<file path="config.mk">
export PLATFORM = sky130hd
export DESIGN_NAME = digital_input_monitor
export DESIGN_NICKNAME = d
export VERILOG_FILES = /design/src/common/din_monitor_pkg.sv /design/src/hw/digital_input_monitor.sv
export VERILOG_INCLUDE_DIRS = /design/src /design/src/common
export SDC_FILE = /design/constraint.sdc
export NUM_CORES = 1
export LEC_CHECK = 0
export ABC_CLOCK_PERIOD_IN_PS = 4100
export BUFFER_PORTS_ARGS = -buffer_cell sky130_fd_sc_hd__buf_4
export CAP_MARGIN = 20
export CORE_AREA = 2 2 113 115
export DETAILED_ROUTE_END_ITERATION = 10
export DIE_AREA = 0 0 115 117
export PLACE_DENSITY_LB_ADDON = 0.12
export RECOVER_POWER = 25
export SYNTH_ARGS = -nofsm -noshare
export SYNTH_HDL_FRONTEND = slang
export SYNTH_SLANG_ARGS = --single-unit
</file>
<file path="constraint.sdc">
create_clock -name clk -period 4.1 [get_ports clk]
set_input_delay 0.41 -clock clk [delete_from_list [all_inputs] [get_ports clk]]
set_output_delay 0.41 -clock clk [all_outputs]
set_load 0.02 [all_outputs]
</file>
<file path="src/common/din_monitor_consts.svh">
// Register offsets, field positions, reset values and timing counts of the input monitor
`ifndef DIN_MONITOR_CONSTS_SVH
`define DIN_MONITOR_CONSTS_SVH

// ----------------------------------------
// Register byte offsets
// ----------------------------------------
`define ADDR_CFG_ONE      5'h00
`define ADDR_CFG_TWO      5'h04
`define ADDR_AUX_SETUP    5'h08
`define ADDR_ALERT        5'h0C
`define ADDR_RESULT       5'h10
`define ADDR_COUNT        5'h14
`define ADDR_FUNC_SEL     5'h18

// ----------------------------------------
// Field positions
// ----------------------------------------
`define CFG1_DEB_TIME_LSB  0
`define CFG1_DEB_MODE_BIT  5
`define CFG1_SINK_RNG_BIT  6
`define CFG1_SINK_LSB      7
`define CFG1_INVERT_BIT    12
`define CFG1_CNT_EN_BIT    13
`define CFG2_THR_LSB       0
`define CFG2_THR_REF_BIT   7
`define CFG2_BYPASS_BIT    8
`define CFG2_OW_EN_BIT     9
`define CFG2_SW_EN_BIT     10
`define AUX_DRIVE_BIT      0
`define FUNC_FOUR_WIRE_BIT 0
`define FUNC_CONV_EN_BIT   1
`define FUNC_DIN_EN_BIT    2
`define ALERT_RTD_OPEN_BIT 0
`define ALERT_DIN_OPEN_BIT 1
`define ALERT_DIN_SHORT_BIT 2

// ----------------------------------------
// Reset values and limits
// ----------------------------------------
`define CFG_ONE_RST   14'h0000
`define CFG_TWO_RST   11'h000
`define AUX_RST       1'h0
`define FUNC_RST      3'h0
`define THRESH_MAX    7'h62

// ----------------------------------------
// Timing
// ----------------------------------------
`define CLK_PERIOD_NS    100
`define SAMPLE_PERIOD_NS 800
`define SAMPLE_CYCLES    (`SAMPLE_PERIOD_NS / `CLK_PERIOD_NS)

`endif

</file>
<file path="src/common/din_monitor_pkg.sv">
// Types shared by the digital input monitor
`default_nettype none
package din_monitor_pkg;

	// Levels arriving from the analog front end
	typedef struct packed {
		logic compBuffered;
		logic compUnbuffered;
		logic excitationSenseHigh;
		logic openWireDetect;
		logic shortDetect;
	} senseIn_s;

	// Settings driven to the analog front end
	typedef struct packed {
		logic [6:0] thresholdCode;
		logic       thresholdRefSelect;
		logic       inputBufferBypass;
		logic       sinkRange;
		logic [4:0] sinkCode;
		logic       openWireCheckEnable;
		logic       extraSinkEnable;
		logic       converterEnable;
	} anaCtrl_s;

endpackage : din_monitor_pkg
`default_nettype wire

</file>
<file path="src/hw/digital_input_monitor.sv">
// Digital input conditioning, edge counter and fault flags behind an Avalon-MM slave
//
// Chosen here: the register offsets and the Avalon-MM slave port.
`timescale 1ns/1ns
`default_nettype none
`include "din_monitor_consts.svh"

// Functional notes
// - Four-wire mode: sense high sets open flag
// - Bypass bit routes unbuffered comparator input
// - Result readable; aux pin drives debounced signal
// - Converter stays usable during digital input
// - Reference select bit picks threshold reference
// - Threshold code seven bits, max 98
// - Supply reference: threshold scales (code-48)/50
// - Fixed reference: threshold scales (code-38)/5
// - Sink set by range bit and code
// - Open-wire check flags low current
// - Short check adds sink, flags overload
// - Any fault sets status and alert pin
// - Invert bit inverts result, else passes
// - Counter counts result edges, inverter picks
// - Reset clears edge counter
// - Counter wraps to zero past full scale
// - Count enable in config one, count readable
// - Cleared enable holds the count
// - Five-bit debounce time, zero bypasses
module digital_input_monitor
	import din_monitor_pkg::*;
#(
	parameter int COUNT_W = 16
) (
	input  wire logic         clk,
	input  wire logic         rst_n,
	input  wire logic [4:0]   address,
	input  wire logic         read,
	input  wire logic         write,
	input  wire logic [31:0]  writedata,
	input  wire logic [3:0]   byteenable,
	output logic      [31:0]  readdata,
	output logic              waitrequest,
	input  wire senseIn_s     senseIn,
	output anaCtrl_s          anaCtrl,
	output logic              auxPinOut,
	output logic              auxPinOe,
	output logic              alertPin
);

	// ----------------------------------------
	// Declarations
	// ----------------------------------------
	logic                rstMeta_r, rstSync_r;
	senseIn_s            senseMeta_r, senseSync_r;
	logic                waitReq_r;
	logic [31:0]         readData_r;
	logic [13:0]         cfgOne_r;
	logic [10:0]         cfgTwo_r;
	logic [0:0]          auxSetup_r;
	logic [2:0]          funcSel_r;
	logic [2:0]          alert_r, alertNxt, alertSet, alertClr;
	logic [2:0]          tickCnt_r;
	logic                tick;
	logic [16:0]         debCnt_r;
	logic                debounced_r, result_r, resultPrev_r;
	logic [COUNT_W-1:0]  count_r;
	anaCtrl_s            anaCtrl_r;
	logic                auxOut_r, auxOe_r, alertPin_r;
	logic                wrEn, compSel;
	logic [4:0]          debTime;

	localparam logic [2:0] SAMPLE_LAST = 3'(`SAMPLE_CYCLES - 1);

	// Debounce target in samples of the comparator
	function automatic logic [16:0] debTarget(input logic [4:0] code);
		unique case (code)
			5'h00: debTarget = 17'h00000;
			5'h01: debTarget = 17'h00010;
			5'h02: debTarget = 17'h00017;
			5'h03: debTarget = 17'h0001E;
			5'h04: debTarget = 17'h00028;
			5'h05: debTarget = 17'h00034;
			5'h06: debTarget = 17'h00046;
			5'h07: debTarget = 17'h0005E;
			5'h08: debTarget = 17'h0007E;
			5'h09: debTarget = 17'h000A2;
			5'h0A: debTarget = 17'h000E1;
			5'h0B: debTarget = 17'h0012C;
			5'h0C: debTarget = 17'h00190;
			5'h0D: debTarget = 17'h0020D;
			5'h0E: debTarget = 17'h002BC;
			5'h0F: debTarget = 17'h003AA;
			5'h10: debTarget = 17'h004E3;
			5'h11: debTarget = 17'h0065A;
			5'h12: debTarget = 17'h008CB;
			5'h13: debTarget = 17'h00BB9;
			5'h14: debTarget = 17'h00FA1;
			5'h15: debTarget = 17'h01483;
			5'h16: debTarget = 17'h01B59;
			5'h17: debTarget = 17'h0249F;
			5'h18: debTarget = 17'h030D4;
			5'h19: debTarget = 17'h03F7A;
			5'h1A: debTarget = 17'h057E4;
			5'h1B: debTarget = 17'h07530;
			5'h1C: debTarget = 17'h09C40;
			5'h1D: debTarget = 17'h0CD14;
			5'h1E: debTarget = 17'h11170;
			5'h1F: debTarget = 17'h16E36;
		endcase
	endfunction : debTarget
	// Merge write data into a register under byte enables
	function automatic logic [31:0] laneMerge(input logic [31:0] old, input logic [31:0] data,
		input logic [3:0] be);
		for (int i = 0; i < 4; i++) begin
			laneMerge[8*i +: 8] = be[i] ? data[8*i +: 8] : old[8*i +: 8];
		end
	endfunction : laneMerge

	// ----------------------------------------
	// Reset and input synchronisers
	// ----------------------------------------
	// Release reset through two flip-flops
	always_ff @(posedge clk or negedge rst_n) begin
		if (!rst_n) begin
			rstMeta_r <= 1'b0;
			rstSync_r <= 1'b0;
		end else begin
			rstMeta_r <= 1'b1;
			rstSync_r <= rstMeta_r;
		end
	end

	// Front-end levels pass two flip-flops
	always_ff @(posedge clk or negedge rstSync_r) begin
		if (!rstSync_r) begin
			senseMeta_r <= '0;
			senseSync_r <= '0;
		end else begin
			senseMeta_r <= senseIn;
			senseSync_r <= senseMeta_r;
		end
	end

	// ----------------------------------------
	// Avalon-MM slave
	// ----------------------------------------
	// A request sees one wait cycle, then completes
	assign wrEn = write && !waitReq_r;
	always_ff @(posedge clk or negedge rstSync_r) begin
		if (!rstSync_r) begin
			waitReq_r <= 1'b1;
		end else begin
			waitReq_r <= !((read || write) && waitReq_r);
		end
	end

	// Read data latched while waitrequest is high; reads change nothing
	always_ff @(posedge clk or negedge rstSync_r) begin
		if (!rstSync_r) begin
			readData_r <= 32'h00000000;
		end else if (read && waitReq_r) begin
			unique case (address)
				`ADDR_CFG_ONE:   readData_r <= {18'h00000, cfgOne_r};
				`ADDR_CFG_TWO:   readData_r <= {21'h000000, cfgTwo_r};
				`ADDR_AUX_SETUP: readData_r <= {31'h00000000, auxSetup_r};
				`ADDR_ALERT:     readData_r <= {29'h00000000, alert_r};
				`ADDR_RESULT:    readData_r <= {31'h00000000, result_r};
				`ADDR_COUNT:     readData_r <= 32'(count_r);
				`ADDR_FUNC_SEL:  readData_r <= {29'h00000000, funcSel_r};
				default:         readData_r <= 32'h00000000;
			endcase
		end
	end

	// Writable configuration; result and count take no writes
	always_ff @(posedge clk or negedge rstSync_r) begin
		if (!rstSync_r) begin
			cfgOne_r   <= `CFG_ONE_RST;
			cfgTwo_r   <= `CFG_TWO_RST;
			auxSetup_r <= `AUX_RST;
			funcSel_r  <= `FUNC_RST;
		end else if (wrEn) begin
			unique case (address)
				`ADDR_CFG_ONE:   cfgOne_r <= 14'(laneMerge(32'(cfgOne_r), writedata, byteenable));
				`ADDR_CFG_TWO:   cfgTwo_r <= 11'(laneMerge(32'(cfgTwo_r), writedata, byteenable));
				`ADDR_AUX_SETUP: auxSetup_r <= byteenable[0] ? writedata[0:0] : auxSetup_r;
				`ADDR_FUNC_SEL:  funcSel_r <= byteenable[0] ? writedata[2:0] : funcSel_r;
				default: ;
			endcase
		end
	end

	// ----------------------------------------
	// Comparator sampling and debounce
	// ----------------------------------------
	assign debTime = cfgOne_r[`CFG1_DEB_TIME_LSB +: 5];
	assign compSel = cfgTwo_r[`CFG2_BYPASS_BIT] ? senseSync_r.compUnbuffered
	                                            : senseSync_r.compBuffered;
	// Sample tick every sample period
	always_ff @(posedge clk or negedge rstSync_r) begin
		if (!rstSync_r) begin
			tickCnt_r <= 3'h0;
		end else begin
			tickCnt_r <= (tickCnt_r == SAMPLE_LAST) ? 3'h0 : tickCnt_r + 3'h1;
		end
	end
	assign tick = (tickCnt_r == SAMPLE_LAST);

	// Mode 0 counts up and down, mode 1 restarts on return
	always_ff @(posedge clk or negedge rstSync_r) begin
		if (!rstSync_r) begin
			debCnt_r    <= 17'h00000;
			debounced_r <= 1'b0;
		end else if (debTime == 5'h00) begin
			debCnt_r    <= 17'h00000;
			debounced_r <= compSel;
		end else if (tick) begin
			if (compSel != debounced_r) begin
				if (debCnt_r + 17'h00001 >= debTarget(debTime)) begin
					debCnt_r    <= 17'h00000;
					debounced_r <= compSel;
				end else begin
					debCnt_r <= debCnt_r + 17'h00001;
				end
			end else if (cfgOne_r[`CFG1_DEB_MODE_BIT]) begin
				debCnt_r <= 17'h00000;
			end else if (debCnt_r != 17'h00000) begin
				debCnt_r <= debCnt_r - 17'h00001;
			end
		end
	end

	// ----------------------------------------
	// Result, inverter and edge counter
	// ----------------------------------------
	// Result register, optionally inverted
	always_ff @(posedge clk or negedge rstSync_r) begin
		if (!rstSync_r) begin
			result_r     <= 1'b0;
			resultPrev_r <= 1'b0;
		end else begin
			result_r     <= debounced_r ^ cfgOne_r[`CFG1_INVERT_BIT];
			resultPrev_r <= result_r;
		end
	end
	// Rising result edge is a debounced edge picked by the inverter
	always_ff @(posedge clk or negedge rstSync_r) begin
		if (!rstSync_r) begin
			count_r <= '0;
		end else if (cfgOne_r[`CFG1_CNT_EN_BIT] && result_r && !resultPrev_r) begin
			count_r <= count_r + 1'b1;
		end
	end

	// ----------------------------------------
	// Fault flags and alert pin
	// ----------------------------------------
	always_comb begin
		alertSet = 3'h0;
		alertSet[`ALERT_RTD_OPEN_BIT]  = funcSel_r[`FUNC_FOUR_WIRE_BIT]
		                                 && senseSync_r.excitationSenseHigh;
		alertSet[`ALERT_DIN_OPEN_BIT]  = cfgTwo_r[`CFG2_OW_EN_BIT]
		                                 && senseSync_r.openWireDetect;
		alertSet[`ALERT_DIN_SHORT_BIT] = cfgTwo_r[`CFG2_SW_EN_BIT]
		                                 && senseSync_r.shortDetect;
		alertClr = (wrEn && address == `ADDR_ALERT && byteenable[0]) ? writedata[2:0] : 3'h0;
		alertNxt = (alert_r & ~alertClr) | alertSet;
	end
	// Sticky flags, write one to clear, a new fault wins
	always_ff @(posedge clk or negedge rstSync_r) begin
		if (!rstSync_r) begin
			alert_r    <= 3'h0;
			alertPin_r <= 1'b0;
		end else begin
			alert_r    <= alertNxt;
			alertPin_r <= |alertNxt;
		end
	end

	// ----------------------------------------
	// Front-end settings and auxiliary pin
	// ----------------------------------------
	// Threshold code is held at or below its maximum
	always_ff @(posedge clk or negedge rstSync_r) begin
		if (!rstSync_r) begin
			anaCtrl_r <= '0;
		end else begin
			anaCtrl_r.thresholdCode <= (cfgTwo_r[`CFG2_THR_LSB +: 7] > `THRESH_MAX)
			                           ? `THRESH_MAX : cfgTwo_r[`CFG2_THR_LSB +: 7];
			anaCtrl_r.thresholdRefSelect  <= cfgTwo_r[`CFG2_THR_REF_BIT];
			anaCtrl_r.inputBufferBypass   <= cfgTwo_r[`CFG2_BYPASS_BIT];
			anaCtrl_r.sinkRange           <= cfgOne_r[`CFG1_SINK_RNG_BIT];
			anaCtrl_r.sinkCode            <= cfgOne_r[`CFG1_SINK_LSB +: 5];
			anaCtrl_r.openWireCheckEnable <= cfgTwo_r[`CFG2_OW_EN_BIT];
			anaCtrl_r.extraSinkEnable     <= cfgTwo_r[`CFG2_SW_EN_BIT];
			anaCtrl_r.converterEnable     <= funcSel_r[`FUNC_CONV_EN_BIT];
		end
	end
	// Aux pin carries the debounced signal when selected
	always_ff @(posedge clk or negedge rstSync_r) begin
		if (!rstSync_r) begin
			auxOut_r <= 1'b0;
			auxOe_r  <= 1'b0;
		end else begin
			auxOe_r  <= auxSetup_r[`AUX_DRIVE_BIT];
			auxOut_r <= auxSetup_r[`AUX_DRIVE_BIT] && debounced_r;
		end
	end

	assign readdata    = readData_r;
	assign waitrequest = waitReq_r;
	assign anaCtrl     = anaCtrl_r;
	assign auxPinOut   = auxOut_r;
	assign auxPinOe    = auxOe_r;
	assign alertPin    = alertPin_r;
endmodule : digital_input_monitor
`default_nettype wire

</file>
### After elaboration in Yosys (flattened, before gate mapping)

Memories as Yosys holds them, arrays and structs flattened.
Cells that the tools add are included.

| word-level totals | value |
|---|---|
| word-level logic and storage cells | 106 |
| output and inout port bits | 54 |
| memories kept | 1 |
| register bits after elaboration | 137 |
| bits of input ports | 50 |
| ROM bits | 544 |

| cells by class | value |
|---|---|
| magnitude comparators | 2 |
| add/sub/neg operators | 4 |
| eq/ne operators | 8 |
| bitwise operators | 4 |
| reduce and logical (&&, ||, !) cells | 31 |
| mux-type cells | 18 |

Memories:

| memory | words | width | read ports | clocked after Yosys merged registers in | write ports | line | text |
|---|---|---|---|---|---|---|---|
| (name not given) | 32 | 17 | 1 | 0 | 0 | digital_input_monitor.sv:75 | `unique case (code)` |

Operator list:

| cell | number |
|---|---|
| 2-to-1 mux 17 bit | 9 |
| case mux 16 bit (7 select lines) | 1 |
| AND reduction 3 bit | 7 |
| adder 17 x 1 -> 17 bit, second input constant | 1 |
| greater-or-equal comparator 17 bit | 1 |
| nonzero test 17 bit | 1 |
| subtractor 17 x 1 -> 17 bit, second input constant | 1 |
| adder 16 x 1 -> 16 bit, second input constant | 1 |
| == test 5 bit, second input constant | 3 |
| logical AND 1 bit | 11 |
| == test 5 x 4 -> 1 bit, second input constant | 2 |
| logical NOT 5 bit | 2 |
| > comparator 7 bit, second input constant | 1 |
| 2-to-1 mux 7 bit | 1 |
| 2-to-1 mux 3 bit | 2 |
| nonzero test 2 bit | 3 |
| == test 5 x 3 -> 1 bit, second input constant | 1 |
| 2-to-1 mux 1 bit | 5 |
| nonzero test 4 bit | 1 |
| adder 3 x 1 -> 3 bit, second input constant | 1 |
| bitwise AND 3 bit | 1 |
| == test 3 bit, second input constant | 1 |
| logical NOT 1 bit | 3 |
| inverter 3 bit | 1 |
| other kinds (6) | 6 |

### Longest topological paths before layout

| depth | value |
|---|---|
| word-level depth | 10 |
| depth in mapped cells | 17 |
| depth with buffers taken out | 14 |

### Worst setup path after synthesis

Ideal clock, no wire load.

| timing | value |
|---|---|
| path type | flip-flop to flip-flop |
| start | reg cfgOne_r[1] |
| end | reg debCnt_r[0] |
| data arrival time | 3.315 ns |
| required time | 4.001 ns |
| stages on the path, launching flop included | 15 |
| setup time | 0.099 ns |
| slack | 0.685 ns |
| cells stage by stage | dfrtp_1 -> clkbuf_1 -> inv_1 -> ha_1 -> nand2b_1 -> a311o_1 -> o21ai_0 -> ha_1 -> a21oi_1 -> o21ai_1 -> a2111oi_0 -> o311a_1 -> clkbuf_1 -> nand2_1 -> a311oi_1 |

| on the way | value |
|---|---|
| word-level cells in the longest chain between the ends | 9 |
| elaborated cells between the ends (all ways) | 13 |
| classes of those cells | 1 x order compare; 7 x mux; 4 x reduce/logical; 1 x memory |

RTL lines:

| what | line | text |
|---|---|---|
| start: declaration | digital_input_monitor.sv:56 | `logic [13:0] cfgOne_r;` |
| start signal: assignment | digital_input_monitor.sv:177 | `` cfgOne_r <= `CFG_ONE_RST; `` |
| start signal: assignment | digital_input_monitor.sv:183 | `` `ADDR_CFG_ONE: cfgOne_r <= 14'(laneMerge(32'(cfgOne_r), writedata, byteenable)); `` |
| memory read (32 x 17 bit) | - |  |
| 2-to-1 mux 17 bit | digital_input_monitor.sv:217 | `if (compSel != debounced_r) begin` |
| 2-to-1 mux 17 bit | digital_input_monitor.sv:216 | `end else if (tick) begin` |
| 2-to-1 mux 17 bit | digital_input_monitor.sv:213 | `end else if (debTime == 5'h00) begin` |
| greater-or-equal comparator 17 bit | digital_input_monitor.sv:218 | `if (debCnt_r + 17'h00001 >= debTarget(debTime)) begin` |
| 2-to-1 mux 17 bit | digital_input_monitor.sv:218 |  |
| 2-to-1 mux 17 bit | digital_input_monitor.sv:217 |  |
| 2-to-1 mux 17 bit | digital_input_monitor.sv:216 |  |
| 2-to-1 mux 17 bit | digital_input_monitor.sv:213 |  |
| end signal: assignment | digital_input_monitor.sv:222 | `debCnt_r <= debCnt_r + 17'h00001;` |
| end signal: assignment | digital_input_monitor.sv:227 | `debCnt_r <= debCnt_r - 17'h00001;` |
| end: declaration | digital_input_monitor.sv:63 | `logic [16:0] debCnt_r;` |

Parallel ways exist; a longest one is shown, timed or not. The select of a mux whose other input is x is not followed.
A chain may end at the register's enable or synchronous reset.

### Worst setup path after layout

| timing | value |
|---|---|
| start | reg debCnt_r[0] |
| end | reg debCnt_r[14] |

| on the way | value |
|---|---|
| word-level cells in the longest chain between the ends | 6 |
| elaborated cells between the ends (all ways) | 12 |
| classes of those cells | 2 x add/sub; 1 x order compare; 6 x mux; 3 x reduce/logical |

RTL lines:

| what | line |
|---|---|
| adder 17 x 1 -> 17 bit / subtractor 17 x 1 -> 17 bit (equally long branches) | digital_input_monitor.sv:218, digital_input_monitor.sv:222, digital_input_monitor.sv:227 |
| greater-or-equal comparator 17 bit / 2-to-1 mux 17 bit (equally long branches) | digital_input_monitor.sv:218, digital_input_monitor.sv:226 |
| 2-to-1 mux 17 bit, on equally long branches | digital_input_monitor.sv:218, digital_input_monitor.sv:224 |
| 2-to-1 mux 17 bit | digital_input_monitor.sv:217 |
| 2-to-1 mux 17 bit | digital_input_monitor.sv:216 |
| 2-to-1 mux 17 bit | digital_input_monitor.sv:213 |

Parallel ways exist; a longest one is shown, timed or not. The select of a mux whose other input is x is not followed.

==> metrics.md <==
| Metric | Value |
|---|---|
| Status | complete, but fails checks |
| Failing checks | max-capacitance violations, max-slew violations |
| Hold Crit Class | in -> reg |
| Port Buffers | 67 |
| Starting density of the core | approximately 57% |
| Post-DP HPWL | 11700 um |
| Register area share after synthesis | 43.5% |
| Clock Pin Slew Worst Setup and Hold Paths | ~0.060 ns |
| Post-route ant nets | 0 |
| Most frequent cells in the layout | dfrtp_1, buf_4, nand2_1 |
| Final Critical Period | about 3.4 ns |
| Synth async-reset ratio | 100% |
| Max-cap viol count | 1 |
| Final net count | 828 |
| H-Tree Depth | 4 |
| Psw | between 1.5 and 2 mW |
| #FFs+latches synth | ~120 |
| Later-pin clock latency in the skew report | 0.41 ns |
| Post-Place Cells | approximately 880 |
| Worst Setup Start Kind | flop |
| CTS tree | built |
| Gr usage total | between 20% and 30% |
| Tcrit/Tclk final | 83.6% |
| Pre-CTS WS | 0.728 ns |
| Final hold viol count | 0 |
| Via count | 5460 |
| Comb pwr share | 31.8% |
| Sink Count | approximately 120 |
| Ant diodes | 0 |
| Fmax achieved | about 290 MHz |
| Pre-antenna DRT Iters | 5 |
| Crit Path Category | reg -> reg |
| Mapped Area | a little under 0.007 mm2 |
| Mapped Cells | 687 |
| Critical path data required time | around 4.4 ns |
| EDFF count, synth | 0 |
| Congestion Overflow GR | 0 |
| Sw Share | between 30% and 40% |
| Post-route DRC | 0 |
| # fillers | slightly below 1000 |
| CP Capture Type | flop |
| CTS Buffer Depth | 2 |
| CTS Hold Bufs | 1 |
| CP arrival | around 3.7 ns |
| Worst IR Drop VDD | ~400 uV |
| Largest net degree at the start of global routing | 66 |
| Resized cells post-CTS | 0 |
| Slew @ Worst Pin | 2.58 ns |
| Die width | 115 um |
| Pins over their slew limit | between 60 and 70 |
| Sequential cell area | just over 0.003 mm2 |
| Setup violators final | 0 |
| P_leak | 3.80 nW |
| CTS Buf Count | 17 |
| DIE HEIGHT | between 100 and 150 um |
| Total number of yosys warnings | 0 |
| Core Area | around 0.012 mm2 |
| 1st-iter DRT viols | roughly 450 |
| Primary FF master, synth | dfrtp_1 |
| Final WL | about 16000 um |
| Clock power frac | roughly 33% |
| Commonest non-fill, non-tap cell in the layout | dfrtp_1 |
| Worst Skew | between 0.008 and 0.009 ns |
| First-pass GRT wire length | ~26000 um |
| RSZ-0062 raised after global routing | false |
| Fraction of layout instances using a drive strength above 1 | roughly 18% |
| Area of the multi-input gates | roughly 0.0036 mm2 |
| Worst setup margin | 0.673 ns |
| Register share of total power | 34.8% |
| Via/cell ratio | between 6 and 7 |
| Drt wl/cell | approximately 18 um |
| TNS Setup | 0 ns |
| Avg Cell Area, Syn | 10.1 um2 |
| Rel. slew slack | -72.2% |
| Max Fanout on Critical Path | 12 |
| # IOs | approximately 100 |
| Vias in the first global route | ~5100 |
| Die footprint | 0.0135 mm2 |
| Final core utilization | between 60 and 70% |
| Worst hold margin | 0.126 ns |
| Library cells used by synthesis | 70 |
| Setup Fix Bufs, Post-CTS | 0 |
| Post-route insts no fill | roughly 910 |
| Power Internal | about 2.8 mW |
| Pwr/cell area | 536 mW/mm2 |
| Gp weighted congestion | about 0.91 |
| CTS root buffer | clkbuf_16 |
| Syn-to-layout area delta | 16.3% |
| Initial antenna violation count | 0 |
| Num rows | 41 |
-- worst max-delay path: stages (launching register included) --
cell and delay (ns):
dfrtp_1 0.55, ha_1 0.30, and4_1 0.32, nand2_1 0.10, or3_1 0.38, nand2_1 0.12
ha_1 0.16, nand4_1 0.12, nor4_1 0.31, o21bai_1 0.12, o311a_1 0.13, buf_4 0.20
and2_4 0.15, a221o_1 0.35
-- power by group through the flow --
stage	Combinational (mW)	Clock [mW]	Sequential, mW
detailed placement	1.34	0	1.53
global route	1.51	1.52	1.53
floorplan	1.05	0	1.45
CTS	1.36	1.47	1.51
finish	1.38	1.45	1.51
global placement	1.32	0	1.52
-- layer usage --
metal,track usage [%],share of wire [%]
met3,5.15,5.4
met4,10.4,1.9
met5,0,0
met1,36.3,47
met2,36.9,46
-- state kept, by name, indices dropped and copies added, names as in the netlist, 3 cells and up --
| register | flops |
|---|---|
| anaCtrl | 18 |
| funcSel_r | 3 |
| debCnt_r | 17 |
| tickCnt_r | 3 |
| cfgOne_r | 14 |
| readdata | 16 |
| cfgTwo_r | 11 |
| alert_r | 3 |
| count_r | 16 |
| senseMeta_r | 5 |
| senseSync_r | 5 |
-- final cells by class --
cell class / instances / area share, %
multi-input combinational: 508 / 44.8
sequential: 121 / 37.4
timing repair buffer: 81 / 7.50
clock buffer: 21 / 5.69
tap: 150 / 2.32
clock inverter: 11 / 1.53
inverter: 16 / 0.742
-- final timing paths --
path,startpoint,end,slack [ns],cells past startpoint
max reg2reg,debCnt_r[0],debCnt_r[14],0.67,13
min in group asynchronous,rst_n,rstMeta_r,0.31,2
max,debCnt_r[0],debCnt_r[14],0.67,13
min reg2reg,senseMeta_r[0],senseSync_r[0],0.35,0
max in group asynchronous,rstSync_r,readdata[4],1.53,0
min,senseIn[3],senseMeta_r[3],0.13,1
-- through the flow --
stage          area, um2  power, mW
5_1_grt             8090       4.57
4_1_cts             8100       4.33
3_3_place_gp        7500       2.84
6_report            8090       4.34
2_1_floorplan       7010       2.50
3_5_place_dp        7500       2.87
-- synthesized netlist by cell type (10+ instances only) --
| cell type | count | area, um2 |
|---|---|---|
| and3_1 | 12 | 75.1 |
| nor2_1 | 30 | 113 |
| nand3_1 | 26 | 130 |
| o21ai_0 | 34 | 170 |
| and2_1 | 11 | 68.8 |
| nand2_1 | 63 | 236 |
| inv_1 | 14 | 52.6 |
| xor2_1 | 13 | 114 |
| mux2i_1 | 23 | 230 |
| clkbuf_1 | 29 | 109 |
| mux2_2 | 17 | 191 |
| mux2_1 | 15 | 169 |
| xnor2_1 | 31 | 272 |
| a21oi_1 | 24 | 120 |
| nand4_1 | 21 | 131 |
| dfrtp_1 | 120 | 3000 |
| a22o_1 | 17 | 149 |
| nor3_1 | 10 | 50.1 |
| buf_4 | 16 | 120 |
| ha_1 | 33 | 413 |
-- cells by family after synthesis --
group,share of synthesized area (%)
other,0.108
muxes,8.81
adders and majority gates,5.94
and+or+nand+nor,16.6
DFF,43.5
buffers and inverters,5.20
AOI/OAI and AO/OA,14.0
xor gates and xnor gates,5.77
(Power assumes the default switching activity.)
